### config.mk
export PLATFORM = sky130hd
export DESIGN_NAME = pio_port
export DESIGN_NICKNAME = d
export VERILOG_FILES = /design/src/logic/pio_pkg.sv /design/src/logic/pio_port.sv
export VERILOG_INCLUDE_DIRS = /design/src /design/src/logic
export SDC_FILE = /design/constraint.sdc
export NUM_CORES = 1
export LEC_CHECK = 0
export ABC_AREA = 1
export BUFFER_PORTS_ARGS = -buffer_cell sky130_fd_sc_hd__buf_2
export CORE_AREA = 2 2 188 190
export CTS_BUF_LIST = sky130_fd_sc_hd__clkbuf_2
export CTS_CLUSTER_DIAMETER = 150
export DETAILED_ROUTE_END_ITERATION = 7
export DIE_AREA = 0 0 190 192
export PLACE_DENSITY = 0.7
export SLEW_MARGIN = 20
export SYNTH_ARGS = -nofsm -noshare
export SYNTH_HDL_FRONTEND = slang
export SYNTH_SLANG_ARGS = --single-unit
### constraint.sdc
create_clock -name ref_clk -period 3.15 [get_ports ref_clk]
set_input_delay 0 -clock ref_clk [delete_from_list [all_inputs] [get_ports ref_clk]]
set_output_delay 0 -clock ref_clk [all_outputs]
set_load 0.05 [all_outputs]
### src/logic/pio_cfg.svh
`ifndef PIO_CFG_SVH
`define PIO_CFG_SVH

`define PIO_OFS_DATA    8'h00
`define PIO_OFS_DIR     8'h20
`define PIO_OFS_PU_A    8'h40
`define PIO_OFS_PU_B    8'h44
`define PIO_OFS_PROT    8'h48
`define PIO_BANK_MASK   8'hE0
`define PIO_IDX_HI      4
`define PIO_IDX_LO      2
`define PIO_UNLOCK_BIT  2
`define PIO_P0_IDX      0
`define PIO_P4_IDX      4
`define PIO_P4_IMPL     8'h38
`define PIO_OSC_MASK    8'hC0
`define PIO_BYTE_RST    8'h00
`define PIO_RESP_OKAY   2'b00
`define PIO_RESP_SLVERR 2'b10

`endif

### src/logic/pio_pkg.sv
package pio_pkg;
    typedef enum logic [1:0] {
        PIO_WR_IDLE = 2'b01,
        PIO_WR_RESP = 2'b10
    } pio_wr_state_t;
endpackage

### src/logic/pio_port.sv
// Decided for this implementation: the AXI4-Lite slave port and the address map.
`timescale 1ns/1ns
`include "pio_cfg.svh"
module pio_port #(
    parameter int NPORT = 8,
    parameter int W     = 8
) (
    // Clock and reset.
    input  wire logic                 ref_clk,
    input  wire logic                 rst,
    // Register bus, write side.
    input  wire logic [7:0]           s_axi_awaddr,
    input  wire logic                 s_axi_awvalid,
    output logic                      s_axi_awready,
    input  wire logic [31:0]          s_axi_wdata,
    input  wire logic [3:0]           s_axi_wstrb,
    input  wire logic                 s_axi_wvalid,
    output logic                      s_axi_wready,
    output logic [1:0]                s_axi_bresp,
    output logic                      s_axi_bvalid,
    input  wire logic                 s_axi_bready,
    // Register bus, read side.
    input  wire logic [7:0]           s_axi_araddr,
    input  wire logic                 s_axi_arvalid,
    output logic                      s_axi_arready,
    output logic [31:0]               s_axi_rdata,
    output logic [1:0]                s_axi_rresp,
    output logic                      s_axi_rvalid,
    input  wire logic                 s_axi_rready,
    // Pins.
    input  wire logic [NPORT*W-1:0]   pin_in,
    output logic [NPORT*W-1:0]        pin_out,
    output logic [NPORT*W-1:0]        pin_oe,
    output logic [NPORT*W-1:0]        pin_pullup,
    // Peripheral sharing and oscillator use.
    input  wire logic [NPORT*W-1:0]   periph_route,
    input  wire logic [NPORT*W-1:0]   periph_out,
    input  wire logic                 osc_unused
);
    logic [NPORT-1:0][W-1:0]  latch_q;
    logic [NPORT-1:0][W-1:0]  dir_q;
    logic [NPORT-1:0][W-1:0]  samp_q;
    logic [NPORT-1:0][W-1:0]  nodrv;
    logic [NPORT-1:0][W-1:0]  rd_port;
    logic [W-1:0]             pu_a_q;
    logic [W-1:0]             pu_b_q;
    wire logic [2*W-1:0]      pu_grp = {pu_b_q, pu_a_q};
    logic                     unlock_q;
    logic [7:0]               awaddr_q;
    logic [31:0]              wdata_q;
    logic                     wstrb0_q;
    logic                     wr_fire;
    logic                     dir0_fire;
    logic                     prot_fire;
    logic [31:0]              rd_val;
    logic                     rd_hit;
    logic [2:0]               wr_idx;
    logic [2:0]               rd_idx;
    pio_pkg::pio_wr_state_t   wr_st_q;

    assign wr_idx = awaddr_q[`PIO_IDX_HI:`PIO_IDX_LO];
    assign rd_idx = s_axi_araddr[`PIO_IDX_HI:`PIO_IDX_LO];
    assign wr_fire = (wr_st_q == pio_pkg::PIO_WR_IDLE) && !s_axi_awready && !s_axi_wready;
    assign dir0_fire = wr_fire && wstrb0_q
                     && (awaddr_q == (`PIO_OFS_DIR | 8'(`PIO_P0_IDX << `PIO_IDX_LO)));
    assign prot_fire = wr_fire && wstrb0_q && (awaddr_q == `PIO_OFS_PROT);

    // Pins with no output stage: absent port 4 bits and the oscillator pair.
    always_comb
    begin
        nodrv = '0;
        nodrv[`PIO_P4_IDX] = ~`PIO_P4_IMPL;
    end

    // Input sampling is the read path; inputs are already synchronous.
    always_ff @(posedge ref_clk)
    begin
        samp_q <= pin_in;
    end

    // Read value per port depends on each bit's direction.
    always_comb
    begin
        for (int p = 0; p < NPORT; p++)
        begin
            rd_port[p] = (dir_q[p] & latch_q[p]) | (~dir_q[p] & samp_q[p]);
        end
        rd_port[`PIO_P4_IDX] = (rd_port[`PIO_P4_IDX] & `PIO_P4_IMPL)
                             | (samp_q[`PIO_P4_IDX] & `PIO_OSC_MASK & {W{osc_unused}});
    end

    always_comb
    begin
        rd_val = '0;
        rd_hit = 1'b1;
        if (s_axi_araddr[1:0] != 2'b00)
        begin
            rd_hit = 1'b0;
        end
        else if ((s_axi_araddr & `PIO_BANK_MASK) == `PIO_OFS_DATA)
        begin
            rd_val[W-1:0] = rd_port[rd_idx];
        end
        else if ((s_axi_araddr & `PIO_BANK_MASK) == `PIO_OFS_DIR)
        begin
            rd_val[W-1:0] = dir_q[rd_idx];
        end
        else if (s_axi_araddr == `PIO_OFS_PU_A)
        begin
            rd_val[W-1:0] = pu_a_q;
        end
        else if (s_axi_araddr == `PIO_OFS_PU_B)
        begin
            rd_val[W-1:0] = pu_b_q;
        end
        else if (s_axi_araddr == `PIO_OFS_PROT)
        begin
            rd_val[`PIO_UNLOCK_BIT] = unlock_q;
        end
        else
        begin
            rd_hit = 1'b0;
        end
    end

    // Write channel handshake: address and data are taken in either order.
    always_ff @(posedge ref_clk)
    begin
        if (rst)
        begin
            wr_st_q       <= pio_pkg::PIO_WR_IDLE;
            s_axi_awready <= 1'b1;
            s_axi_wready  <= 1'b1;
            s_axi_bvalid  <= 1'b0;
            s_axi_bresp   <= `PIO_RESP_OKAY;
            awaddr_q      <= '0;
            wdata_q       <= '0;
            wstrb0_q      <= 1'b0;
        end
        else
        begin
            if (s_axi_awvalid && s_axi_awready)
            begin
                awaddr_q      <= s_axi_awaddr;
                s_axi_awready <= 1'b0;
            end
            if (s_axi_wvalid && s_axi_wready)
            begin
                wdata_q      <= s_axi_wdata;
                wstrb0_q     <= s_axi_wstrb[0];
                s_axi_wready <= 1'b0;
            end
            case (wr_st_q)
                pio_pkg::PIO_WR_IDLE:
                begin
                    if (wr_fire)
                    begin
                        wr_st_q      <= pio_pkg::PIO_WR_RESP;
                        s_axi_bvalid <= 1'b1;
                        s_axi_bresp  <= (awaddr_q[1:0] == 2'b00 && awaddr_q <= `PIO_OFS_PROT)
                                        ? `PIO_RESP_OKAY : `PIO_RESP_SLVERR;
                    end
                end
                pio_pkg::PIO_WR_RESP:
                begin
                    if (s_axi_bready)
                    begin
                        wr_st_q       <= pio_pkg::PIO_WR_IDLE;
                        s_axi_bvalid  <= 1'b0;
                        s_axi_awready <= 1'b1;
                        s_axi_wready  <= 1'b1;
                    end
                end
                default:
                begin
                    wr_st_q <= pio_pkg::PIO_WR_IDLE;
                end
            endcase
        end
    end

    // Read channel: one cycle from address to data.
    always_ff @(posedge ref_clk)
    begin
        if (rst)
        begin
            s_axi_arready <= 1'b1;
            s_axi_rvalid  <= 1'b0;
            s_axi_rdata   <= '0;
            s_axi_rresp   <= `PIO_RESP_OKAY;
        end
        else if (s_axi_arvalid && s_axi_arready)
        begin
            s_axi_arready <= 1'b0;
            s_axi_rvalid  <= 1'b1;
            s_axi_rdata   <= rd_val;
            s_axi_rresp   <= rd_hit ? `PIO_RESP_OKAY : `PIO_RESP_SLVERR;
        end
        else if (s_axi_rvalid && s_axi_rready)
        begin
            s_axi_arready <= 1'b1;
            s_axi_rvalid  <= 1'b0;
        end
    end

    // Latches keep no reset; they load on every data write with byte 0 strobed, regardless of direction.
    always_ff @(posedge ref_clk)
    begin
        if (wr_fire && wstrb0_q && (awaddr_q & `PIO_BANK_MASK) == `PIO_OFS_DATA)
        begin
            latch_q[wr_idx] <= wdata_q[W-1:0];
        end
    end

    // Direction bits; port 0 is guarded by the unlock bit, absent port 4 bits stay 0.
    always_ff @(posedge ref_clk)
    begin
        if (rst)
        begin
            dir_q <= '0;
        end
        else if (wr_fire && wstrb0_q && (awaddr_q & `PIO_BANK_MASK) == `PIO_OFS_DIR)
        begin
            if (wr_idx == 3'(`PIO_P4_IDX))
            begin
                dir_q[wr_idx] <= wdata_q[W-1:0] & `PIO_P4_IMPL;
            end
            else if (wr_idx != 3'(`PIO_P0_IDX) || unlock_q)
            begin
                dir_q[wr_idx] <= wdata_q[W-1:0];
            end
        end
    end

    // Unlock lasts for exactly one following write; a write that sets it again wins.
    always_ff @(posedge ref_clk)
    begin
        if (rst)
        begin
            unlock_q <= 1'b0;
        end
        else if (prot_fire)
        begin
            unlock_q <= wdata_q[`PIO_UNLOCK_BIT];
        end
        else if (wr_fire)
        begin
            unlock_q <= 1'b0;
        end
    end

    always_ff @(posedge ref_clk)
    begin
        if (rst)
        begin
            pu_a_q <= `PIO_BYTE_RST;
            pu_b_q <= `PIO_BYTE_RST;
        end
        else if (wr_fire && wstrb0_q && awaddr_q == `PIO_OFS_PU_A)
        begin
            pu_a_q <= wdata_q[W-1:0];
        end
        else if (wr_fire && wstrb0_q && awaddr_q == `PIO_OFS_PU_B)
        begin
            pu_b_q <= wdata_q[W-1:0];
        end
    end

    // Pin stage; pull-ups are shared per four-bit group across both control bytes.
    always_ff @(posedge ref_clk)
    begin
        if (rst)
        begin
            pin_out    <= '0;
            pin_oe     <= '0;
            pin_pullup <= '0;
        end
        else
        begin
            for (int i = 0; i < NPORT*W; i++)
            begin
                pin_oe[i]     <= (periph_route[i] | dir_q[i/W][i%W]) & ~nodrv[i/W][i%W];
                pin_out[i]    <= periph_route[i] ? periph_out[i] : latch_q[i/W][i%W];
                pin_pullup[i] <= pu_grp[i/4] & ~dir_q[i/W][i%W]
                                 & ~nodrv[i/W][i%W];
            end
        end
    end
endmodule

==> results.cfg, run 1 <==
[run_status]
status = stopped before the end
stop_stage = 4_1_cts
error_line = [ERROR RSZ-0060] Max buffer count reached.

[yosys]
synth.avg_cell_area_sq_um = 8.596
ys_warn_count = 0
async_flop_share_pct = 0
ys_ff_latch = 422
seq_area_frac_synth_pct = 61.08
yosys_most_used_dff = dfxtp_1
synthCells = 1731
synth_cell_types = 27
synth_edf_count = 64
synth_area_sq_um = 14880

[clock_tree]
postCtsSetupBuffers = 0
cts-hold-fix-buffers = 554
htreeDepth = 3
clk_path_buf_depth = 3
cts_buffers = 104
cts-root-buf = clkbuf_2
cts_resized = 0
clock_sinks = 422

[floorplan]
core.rowCount = 68
die_x_um = 190
pin_count = 485
die_h_um = 192
start_util_pct = 43.40

[placement]
hpwlAfterDp_um = 37800
place_area_sq_um = 17350
io_buffers = 418
place_ws_ps = 952.6
place.gp.congestion = 0.8993
## synthesized netlist by cell type (all sizes together), types with 3 or more instances
| library cell | n | area share (%) |
|---|---|---|
| o21ai | 178 | 6.0 |
| dfxtp | 358 | 48 |
| edfxtp | 64 | 13 |
| nor3 | 16 | 0.69 |
| inv | 194 | 4.9 |
| nand3b | 4 | 0.20 |
| nand2 | 279 | 7.0 |
| a21oi | 178 | 6.0 |
| nand4 | 15 | 0.67 |
| nand3 | 93 | 3.1 |
| nor2 | 249 | 6.5 |
| o211ai | 3 | 0.15 |
| clkbuf | 37 | 0.93 |
| buf | 54 | 2.4 |
## cells by family after synthesis
family	count (synthesis)	synth area share (%)
AND/OR/NAND/NOR	658	18.28
flip-flops	422	61.08
AO/OA/AOI/OAI	363	12.32
buffers and inverters	287	8.291
other	1	0.02520
## metrics by stage
step	cells	hold WS [ps]	util, %
floorplan	1766	27.72	-
global placement	2568	103.9	50.59
detailed placement	2568	103.6	50.59
==> run 2: changes to the inputs <==
--- a/config.mk
+++ b/config.mk
@@ -8,12 +8,10 @@
 export LEC_CHECK = 0
 export ABC_AREA = 1
 export BUFFER_PORTS_ARGS = -buffer_cell sky130_fd_sc_hd__buf_2
-export CORE_AREA = 2 2 188 190
-export CTS_BUF_LIST = sky130_fd_sc_hd__clkbuf_2
-export CTS_CLUSTER_DIAMETER = 150
+export CORE_MARGIN = 1
+export CORE_UTILIZATION = 40
 export DETAILED_ROUTE_END_ITERATION = 7
-export DIE_AREA = 0 0 190 192
-export PLACE_DENSITY = 0.7
+export PLACE_DENSITY_LB_ADDON = 0.15
 export SLEW_MARGIN = 20
 export SYNTH_ARGS = -nofsm -noshare
 export SYNTH_HDL_FRONTEND = slang
==> run 2 against run 1 <==
  * The flow now finishes without violations
  * Synthesized area unchanged
  * Synthesized cell count unchanged
==> results.cfg, run 2 <==
[placement]
hpwlAfterDp_um = 38360
place_area_sq_um = 17370
placed_cells = 2583
io_buffers = 418
place_ws_ps = 736.9
place.gp.congestion = 0.8883

[power]
p_int_mw = 9.635
powerDensity_nw_per_um2 = 583.6
p_comb_share_pct = 12.2
clock_power_share_pct = 43.6
power_mw = 12.91
irDropWorstVdd_v = 0.0006806
p_seq_share_pct = 44.3
netSwitchingPower_mw = 3.273
power_leakage_nw = 10.33
sw_frac_of_total_pct = 25.36

[sta]
fin_crit_sh_pct = 78.51
finalMaxSlewViolations = 0
setup-tns-final_ps = 0
period_needed_ps = 2473
hold_violations = 0
maxSlewHeadroom_pct = 26.43
layout_setup_ws_ps = 677.1
clock_skew_ps = 23.13
rsz0062_at_grt = no
tightest_slew_ps = 1102
setup-violations-final = 0
max_freq_mhz = 404.4
holdWs_ps = 31.05

[clock_tree]
path_clk_slew_ps = 60
cts_tree = built
cts-root-buf = clkbuf_16
clock_sinks = 422
cts_resized = 0
cts_buffers = 44
htreeDepth = 2
cts-hold-fix-buffers = 316
postCtsSetupBuffers = 0
clk_path_buf_depth = 3
clock_latency_ps = 580

[worst_setup_path]
end_kind = register
critPathLaunchType = register
worstPathArrival_ps = 2670
crit_path_max_fanout = 8
critPathKind = reg2reg
crit_required_ps = 3350

[cells_and_area]
syn_to_final_growth_pct = 48.65
largest_registers = latch_q: 64 flops, pin_out: 64 flops, samp_q: 61 flops
final_common_cell = buf_2
design_area_sq_um = 22120
nets = 2729
stdcell_count = 2983
layout-drive-gt1-share_pct = 20.85
utilization_pct = 60.41
final_cell_mix = buf_2, dfxtp_1, dlygate4sd3_1, nand2_1, nor2_1

[drt]
initialDrtViolationCount = 1002
totalWireLength_um = 57260
firstDrtPassIters = 5
ant_nets = 0
vias = 14620
drcViolationCount = 0
via_per_inst = 4.900
post_drt_wl_per_cell_um = 19.20

[yosys]
synth_edf_count = 64
synthCells = 1731
async_flop_share_pct = 0
synth_top_area_cell = dfxtp_1
synthTopCellsByArea = dfxtp_1, edfxtp_1, nand2_1, nor2_1, a21oi_1
synth_area_sq_um = 14880
synth_top_area_share_pct = 48.17
seq_area_frac_synth_pct = 61.08
yosys_most_used_dff = dfxtp_1
ys_warn_count = 0
ys_ff_latch = 422
synth_most_common_cell = dfxtp_1
yosys-top-cells-count = dfxtp_1, nand2_1, nor2_1, inv_1
synth.avg_cell_area_sq_um = 8.596
synth_cell_types = 27

[floorplan]
die_h_um = 194.9
die-area_sq_um = 37970
coreArea_sq_um = 36610
core.rowCount = 70
die_x_um = 194.9
pin_count = 485
start_util_pct = 40.64

[grt]
track_usage_pct = 29.82
overflow = 0
grt_pass1_vias = 14470
antenna_found_initial = 2
grt_max_degree = 76
grt_pass1_wl_um = 84480

[hold_path]
hold_path_class = in2reg

[flow_run]
maxCapViolCount = 0

[run_status]
status = finished clean
-- run 2: cell counts after synthesis --
Identical to the previous run, type by type.
-- run 2: cell type report --
cell class                      instances  area [sq um]
Inverter                              196         738.2
Timing Repair Buffer                  756          5420
Clock buffer                           66          1338
Clock inverter                         16         241.5
Tap cell                              468         585.6
Sequential cell                       422          9089
Fill cell                            3160         14490
Antenna cell                            2         5.005
Multi-Input combinational cell       1057          4701
-- run 2: power groups by stage --
stage / clock [mW] / sequential [mW] / combinational, mW
global placement: 0 / 5.82 / 1.21
floorplan: 0 / 6.15 / 0.486
finish: 5.63 / 5.71 / 1.57
CTS: 5.70 / 5.71 / 1.54
detailed placement: 0 / 5.83 / 1.22
global route: 5.92 / 5.72 / 1.67
-- run 2: critical path, stage by stage (launching register included) --
cell	delay, ps
dfxtp_1	320
inv_1	80
nand3_1	80
nor2_1	210
nand2_1	230
inv_2	140
nand3b_1	320
nor2_1	720
-- run 2: layer usage --
| metal | global-route usage, % | up-vias | routed length [um] |
|---|---|---|---|
| li1 | - | 7023 | - |
| met1 | 38.59 | 6850 | 24340 |
| met2 | 49.29 | 619 | 26890 |
| met3 | 6.021 | 125 | 4104 |
| met4 | 10.85 | 0 | 1936 |
| met5 | 0 | - | 0 |
-- run 2: path summary, 6_finish.rpt --
check	from	to	slack [ps]	depth (start not counted)
max	s_axi_wready$_SDFF_PP1_	latch_q[6]$_DFFE_PP_	680	7
min	rst	s_axi_bresp[1]$_SDFFE_PP0P_	30	4
max reg2reg	s_axi_wready$_SDFF_PP1_	latch_q[6]$_DFFE_PP_	680	7
min reg2reg	dir_q[6]$_SDFFE_PP0P_	pin_pullup[6]$_SDFF_PP0_	430	1
-- run 2: kinds of logic (layout without fill, tap and decap cells) --
family	after synthesis	in the layout	synth area share (%)
other	1	38	0.02520
DFF	422	422	61.08
buffers and inverters	287	1034	8.291
and+or+nand+nor	658	658	18.28
AOI/OAI and AO/OA	363	363	12.32
Note: power is estimated with default switching activity, not from simulation.
==> run 3: changes to the inputs <==
==> constraint.sdc (replaced) <==
create_clock -name ref_clk -period 2.17 [get_ports ref_clk]
set_input_delay 0 -clock ref_clk [delete_from_list [all_inputs] [get_ports ref_clk]]
set_output_delay 0 -clock ref_clk [all_outputs]
set_load 0.05 [all_outputs]
==> run 3 against run 2 <==
  * Total power increased by 42%
  * Utilization rose by 0.45 points
  * Global-route usage about the same
  * Critical path depth increased by 1
  * Clock-buffer cell count unchanged
  * Routed wire length grew 1.1%
  * Non-clock buffer count grew 19
  * Critical path type is now in2reg
  * Largest cell class unchanged
  * Highest routed layer unchanged
==> results.cfg, run 3 (synthesis gave the netlist of run 2 again) <==
[drt]
firstDrtPassIters = 5
via_per_inst = 4.957
drcViolationCount = 0
totalWireLength_um = 57910
initialDrtViolationCount = 1228
post_drt_wl_per_cell_um = 19.26
vias = 14900
ant_nets = 0

[sta]
tightest_slew_ps = 1006
finalMaxSlewViolations = 0
period_needed_ps = 2074
clock_skew_ps = 20.67
setup-violations-final = 0
hold_violations = 0
maxSlewHeadroom_pct = 32.95
setup-tns-final_ps = 0
rsz0062_at_grt = no
max_freq_mhz = 482.1
fin_crit_sh_pct = 95.58

[grt]
antenna_found_initial = 5
grt_pass1_vias = 14620
grt_pass1_wl_um = 85860
track_usage_pct = 29.81
grt_max_degree = 76
overflow = 0

[cells_and_area]
design_area_sq_um = 22280
layout-drive-gt1-share_pct = 21.87
final_common_cell = buf_2
largest_registers = latch_q: 64 flops, pin_out: 64 flops, samp_q: 61 flops
nets = 2749
final_cell_mix = buf_2, dfxtp_1, dlygate4sd3_1, nand2_1, nor2_1
syn_to_final_growth_pct = 49.75

[placement]
hpwlAfterDp_um = 39770
io_buffers = 418
place.gp.congestion = 0.9490
place_area_sq_um = 17580

[clock_tree]
clock_sinks = 422
clk_path_buf_depth = 3
htreeDepth = 2
cts-root-buf = clkbuf_16
path_clk_slew_ps = 60
cts_tree = built
clock_latency_ps = 550
cts_buffers = 45

[worst_setup_path]
crit_required_ps = 2670
critPathLaunchType = primary input
end_kind = register
crit_path_max_fanout = 31
critPathKind = in2reg
worstPathArrival_ps = 2570

[floorplan]
start_util_pct = 40.64
die_x_um = 194.9
core.rowCount = 70
pin_count = 485
coreArea_sq_um = 36610
die-area_sq_um = 37970
die_h_um = 194.9

[power]
power_leakage_nw = 10.43
power_mw = 18.36
p_seq_share_pct = 45.1
p_int_mw = 13.62
clock_power_share_pct = 42.1
irDropWorstVdd_v = 0.0007340
p_comb_share_pct = 12.8
powerDensity_nw_per_um2 = 824.2
netSwitchingPower_mw = 4.739
sw_frac_of_total_pct = 25.81

[flow_run]
maxCapViolCount = 0

[run_status]
status = finished clean

[hold_path]
hold_path_class = in2reg
## run 3: layout make-up
| type | instances | area, sq um |
|---|---|---|
| clock buffers | 66 | 1359 |
| fillers | 3158 | 14330 |
| multi-input cells | 1057 | 4713 |
| repair buffers | 775 | 5635 |
| clock inverters | 17 | 146.4 |
| well taps | 468 | 585.6 |
| diodes | 5 | 12.51 |
| inverters | 196 | 740.7 |
| flip-flops and latches | 422 | 9089 |
## run 3: path summary, 6_finish.rpt
path | from | endpoint | slack, ps | depth (start not counted)
worst max-delay path | rst | pin_out[56]$_SDFF_PP0_ | 100 | 8
worst min-delay path | s_axi_araddr[6] | s_axi_rdata[3]$_SDFFE_PP0P_ | 50 | 5
worst max register to register | s_axi_wready$_SDFF_PP1_ | latch_q[34]$_DFFE_PP_ | 190 | 9
worst min register to register | register | pin_pullup[43]$_SDFF_PP0_ | 430 | 1
## run 3: through the flow
stage | std cells | util, % | hold WS [ps] | worst slack [ps]
floorplan | 1766 | - | 27.72 | -198.6
global placement | 2602 | 48.01 | 104.0 | -262.7
detailed placement | 2602 | 48.01 | 103.6 | -301.8
CTS | 2999 | 60.68 | 42.98 | 51.06
global route | 3006 | 60.86 | 77.62 | 17.72
finish | 3006 | 60.86 | 47.22 | 95.86
## run 3: critical path: stages
cell and delay (ps):
dlygate4sd3_1 550, buf_2 160, inv_6 230, buf_16 210
o21ai_0 140, dlygate4sd3_1 580, a21oi_1 110, dlygate4sd3_1 560
## run 3: power groups by stage
stage	Combinational [mW]	Clock, mW	Sequential (mW)
2_1_floorplan	0.707	0	8.93
3_3_place_gp	1.83	0	8.44
3_5_place_dp	1.84	0	8.45
4_1_cts	2.29	7.85	8.28
5_1_grt	2.49	8.15	8.30
6_report	2.34	7.74	8.28
## run 3: timing repair
action                     CTS  global route
setup buffers                4             1
pin swaps                    2             1
hold endpoints to repair   235             0
hold buffers               310             0
gates cloned                 0             1
setup endpoints to repair   69           114
gates resized for setup      0             6
## run 3: metal layers
metal / share of wire (%) / up-vias / global-route usage, %
li1: - / 7070 / -
met1: 44 / 7027 / 40.75
met2: 47 / 698 / 48.86
met3: 6.9 / 107 / 4.060
met4: 2.7 / 0 / 9.274
met5: 0 / - / 0
==> run 4: changes to the inputs <==
--- a/config.mk
+++ b/config.mk
@@ -9,8 +9,9 @@
 export ABC_AREA = 1
 export BUFFER_PORTS_ARGS = -buffer_cell sky130_fd_sc_hd__buf_2
 export CORE_MARGIN = 1
-export CORE_UTILIZATION = 40
+export CORE_UTILIZATION = 30
 export DETAILED_ROUTE_END_ITERATION = 7
+export GPL_TIMING_DRIVEN = 0
 export PLACE_DENSITY_LB_ADDON = 0.15
 export SLEW_MARGIN = 20
 export SYNTH_ARGS = -nofsm -noshare
==> run 4 against run 3 <==
  * Clock skew is 6.3 ps higher
  * Sequential power is 0.6% higher
  * Via count is 1.1% higher
  * Clock power is 3% higher
  * Sequential share of layout area is 0.85 points lower
  * Non-clock buffer count is 50 higher
  * Critical path depth is 1 higher
  * Design area is 2.1% higher
  * Global-route usage is 3.2 points lower
  * Die area is 33% higher
  * Critical endpoint is now latch_q[30]$_DFFE_PP_
  * Largest power group unchanged
  * Highest routed layer unchanged
==> results.cfg, run 4 (synthesis gave the netlist of run 2 again) <==
[placement]
hpwlAfterDp_um = 49820
place.gp.congestion = 0.9543
io_buffers = 417
place_ws_ps = -832.0

[floorplan]
die-area_sq_um = 50490
pin_count = 485
start_util_pct = 30.40
core.rowCount = 81
coreArea_sq_um = 48950
die_h_um = 224.7
die_x_um = 224.7

[worst_setup_path]
crit_required_ps = 2470
crit_path_max_fanout = 8
worstPathArrival_ps = 2400
end_kind = register
critPathKind = reg2reg
critPathLaunchType = register

[clock_tree]
htreeDepth = 2
clock_sinks = 422
cts-root-buf = clkbuf_16
path_clk_slew_ps = 60
cts_buffers = 47
clk_path_buf_depth = 3
clock_latency_ps = 600
cts_tree = built

[hold_path]
hold_path_class = in2reg

[power]
irDropWorstVdd_v = 0.0005652
powerDensity_nw_per_um2 = 821.4
power_mw = 18.69
power_leakage_nw = 10.57

[sta]
rsz0062_at_grt = no
clock_skew_ps = 27.02
setup-violations-final = 0
max_freq_mhz = 476.1
period_needed_ps = 2100
layout_setup_ws_ps = 69.59
finalMaxSlewViolations = 0
hold_violations = 0
fin_crit_sh_pct = 96.79
tightest_slew_ps = 1134
maxSlewHeadroom_pct = 24.39

[cells_and_area]
nets = 2801
syn_to_final_growth_pct = 52.93
final_common_cell = buf_2
layout-drive-gt1-share_pct = 22.60
fillerInstances = 4858
final_cell_mix = buf_2, dfxtp_1, dlygate4sd3_1, nand2_1, nor2_1
largest_registers = latch_q: 64 flops, pin_out: 64 flops, samp_q: 61 flops

[drt]
drcViolationCount = 0
via_per_inst = 4.633
post_drt_wl_per_cell_um = 21.00
initialDrtViolationCount = 1176
ant_nets = 0
firstDrtPassIters = 5
vias = 15070
totalWireLength_um = 68310

[grt]
track_usage_pct = 26.60
grt_pass1_wl_um = 96610
grt_pass1_vias = 14930
antenna_found_initial = 4
grt_max_degree = 15
overflow = 0

[run_status]
status = finished clean

[flow_run]
maxCapViolCount = 0
## run 4: layer usage
layer | part of all wire [%] | global-route usage [%]
met1 | 44 | 35.41
met2 | 47 | 44.69
met3 | 6.4 | 3.710
met4 | 2.3 | 7.878
met5 | 0 | 0
## run 4: path summary, 6_finish.rpt
path,from,endpoint,slack [ps],depth (start not counted)
worst max register to register,s_axi_wready$_SDFF_PP1_,latch_q[30]$_DFFE_PP_,70,9
worst min register to register,dir_q[10]$_SDFFE_PP0P_,pin_pullup[10]$_SDFF_PP0_,440,1
worst min-delay path,pin_in[50],samp_q[50]$_DFF_P_,40,2
worst max-delay path,s_axi_wready$_SDFF_PP1_,latch_q[30]$_DFFE_PP_,70,9
## run 4: per-stage QoR
step	utilization [%]	cell area, sq um	cells	setup TNS, ps	hold WS, ps
floorplan	-	15020	1766	-9374	27.72
global placement	36.65	17940	2847	-50160	103.5
detailed placement	36.77	18000	2849	-41280	103.6
CTS	46.44	22730	3252	0	7.751
global route	46.48	22750	3253	0	41.19
finish	46.48	22750	3253	0	39.67
## run 4: where the power goes
group | leakage (nW) | switching (mW) | internal [mW]
Clock | 0.763 | 3.37 | 4.57
Sequential | 3.51 | 0.152 | 8.18
Combinational | 6.30 | 1.56 | 0.868
Total | 10.6 | 5.08 | 13.6
## run 4: what timing repair did
item,CTS,global route
pin swaps,7,1
hold buffers,306,0
setup buffers,9,0
gates resized for setup,13,12
endpoints found under the hold margin,216,0
setup endpoints to repair,130,105
## run 4: final cells by class
cell class | count | area, sq um | share of cell area [%]
Antenna cell | 1 | 2.502 | 0.01100
Buffer | 91 | 526.8 | 2.315
Clock buffer | 66 | 1373 | 6.032
Clock inverter | 22 | 157.7 | 0.6928
Inverter | 196 | 735.7 | 3.233
Multi-Input combinational cell | 1057 | 4782 | 21.02
Sequential cell | 422 | 9089 | 39.94
Tap cell | 664 | 830.8 | 3.651
Timing Repair Buffer | 734 | 5258 | 23.11
## run 4: critical path, stage by stage, from the launching register on
cell and delay, ps:
dfxtp_1 320, inv_1 80, nand3_1 70, nor2_1 260
nand2_2 170, inv_2 120, nand3b_1 100, buf_4 200
nor4_4 290, buf_12 180
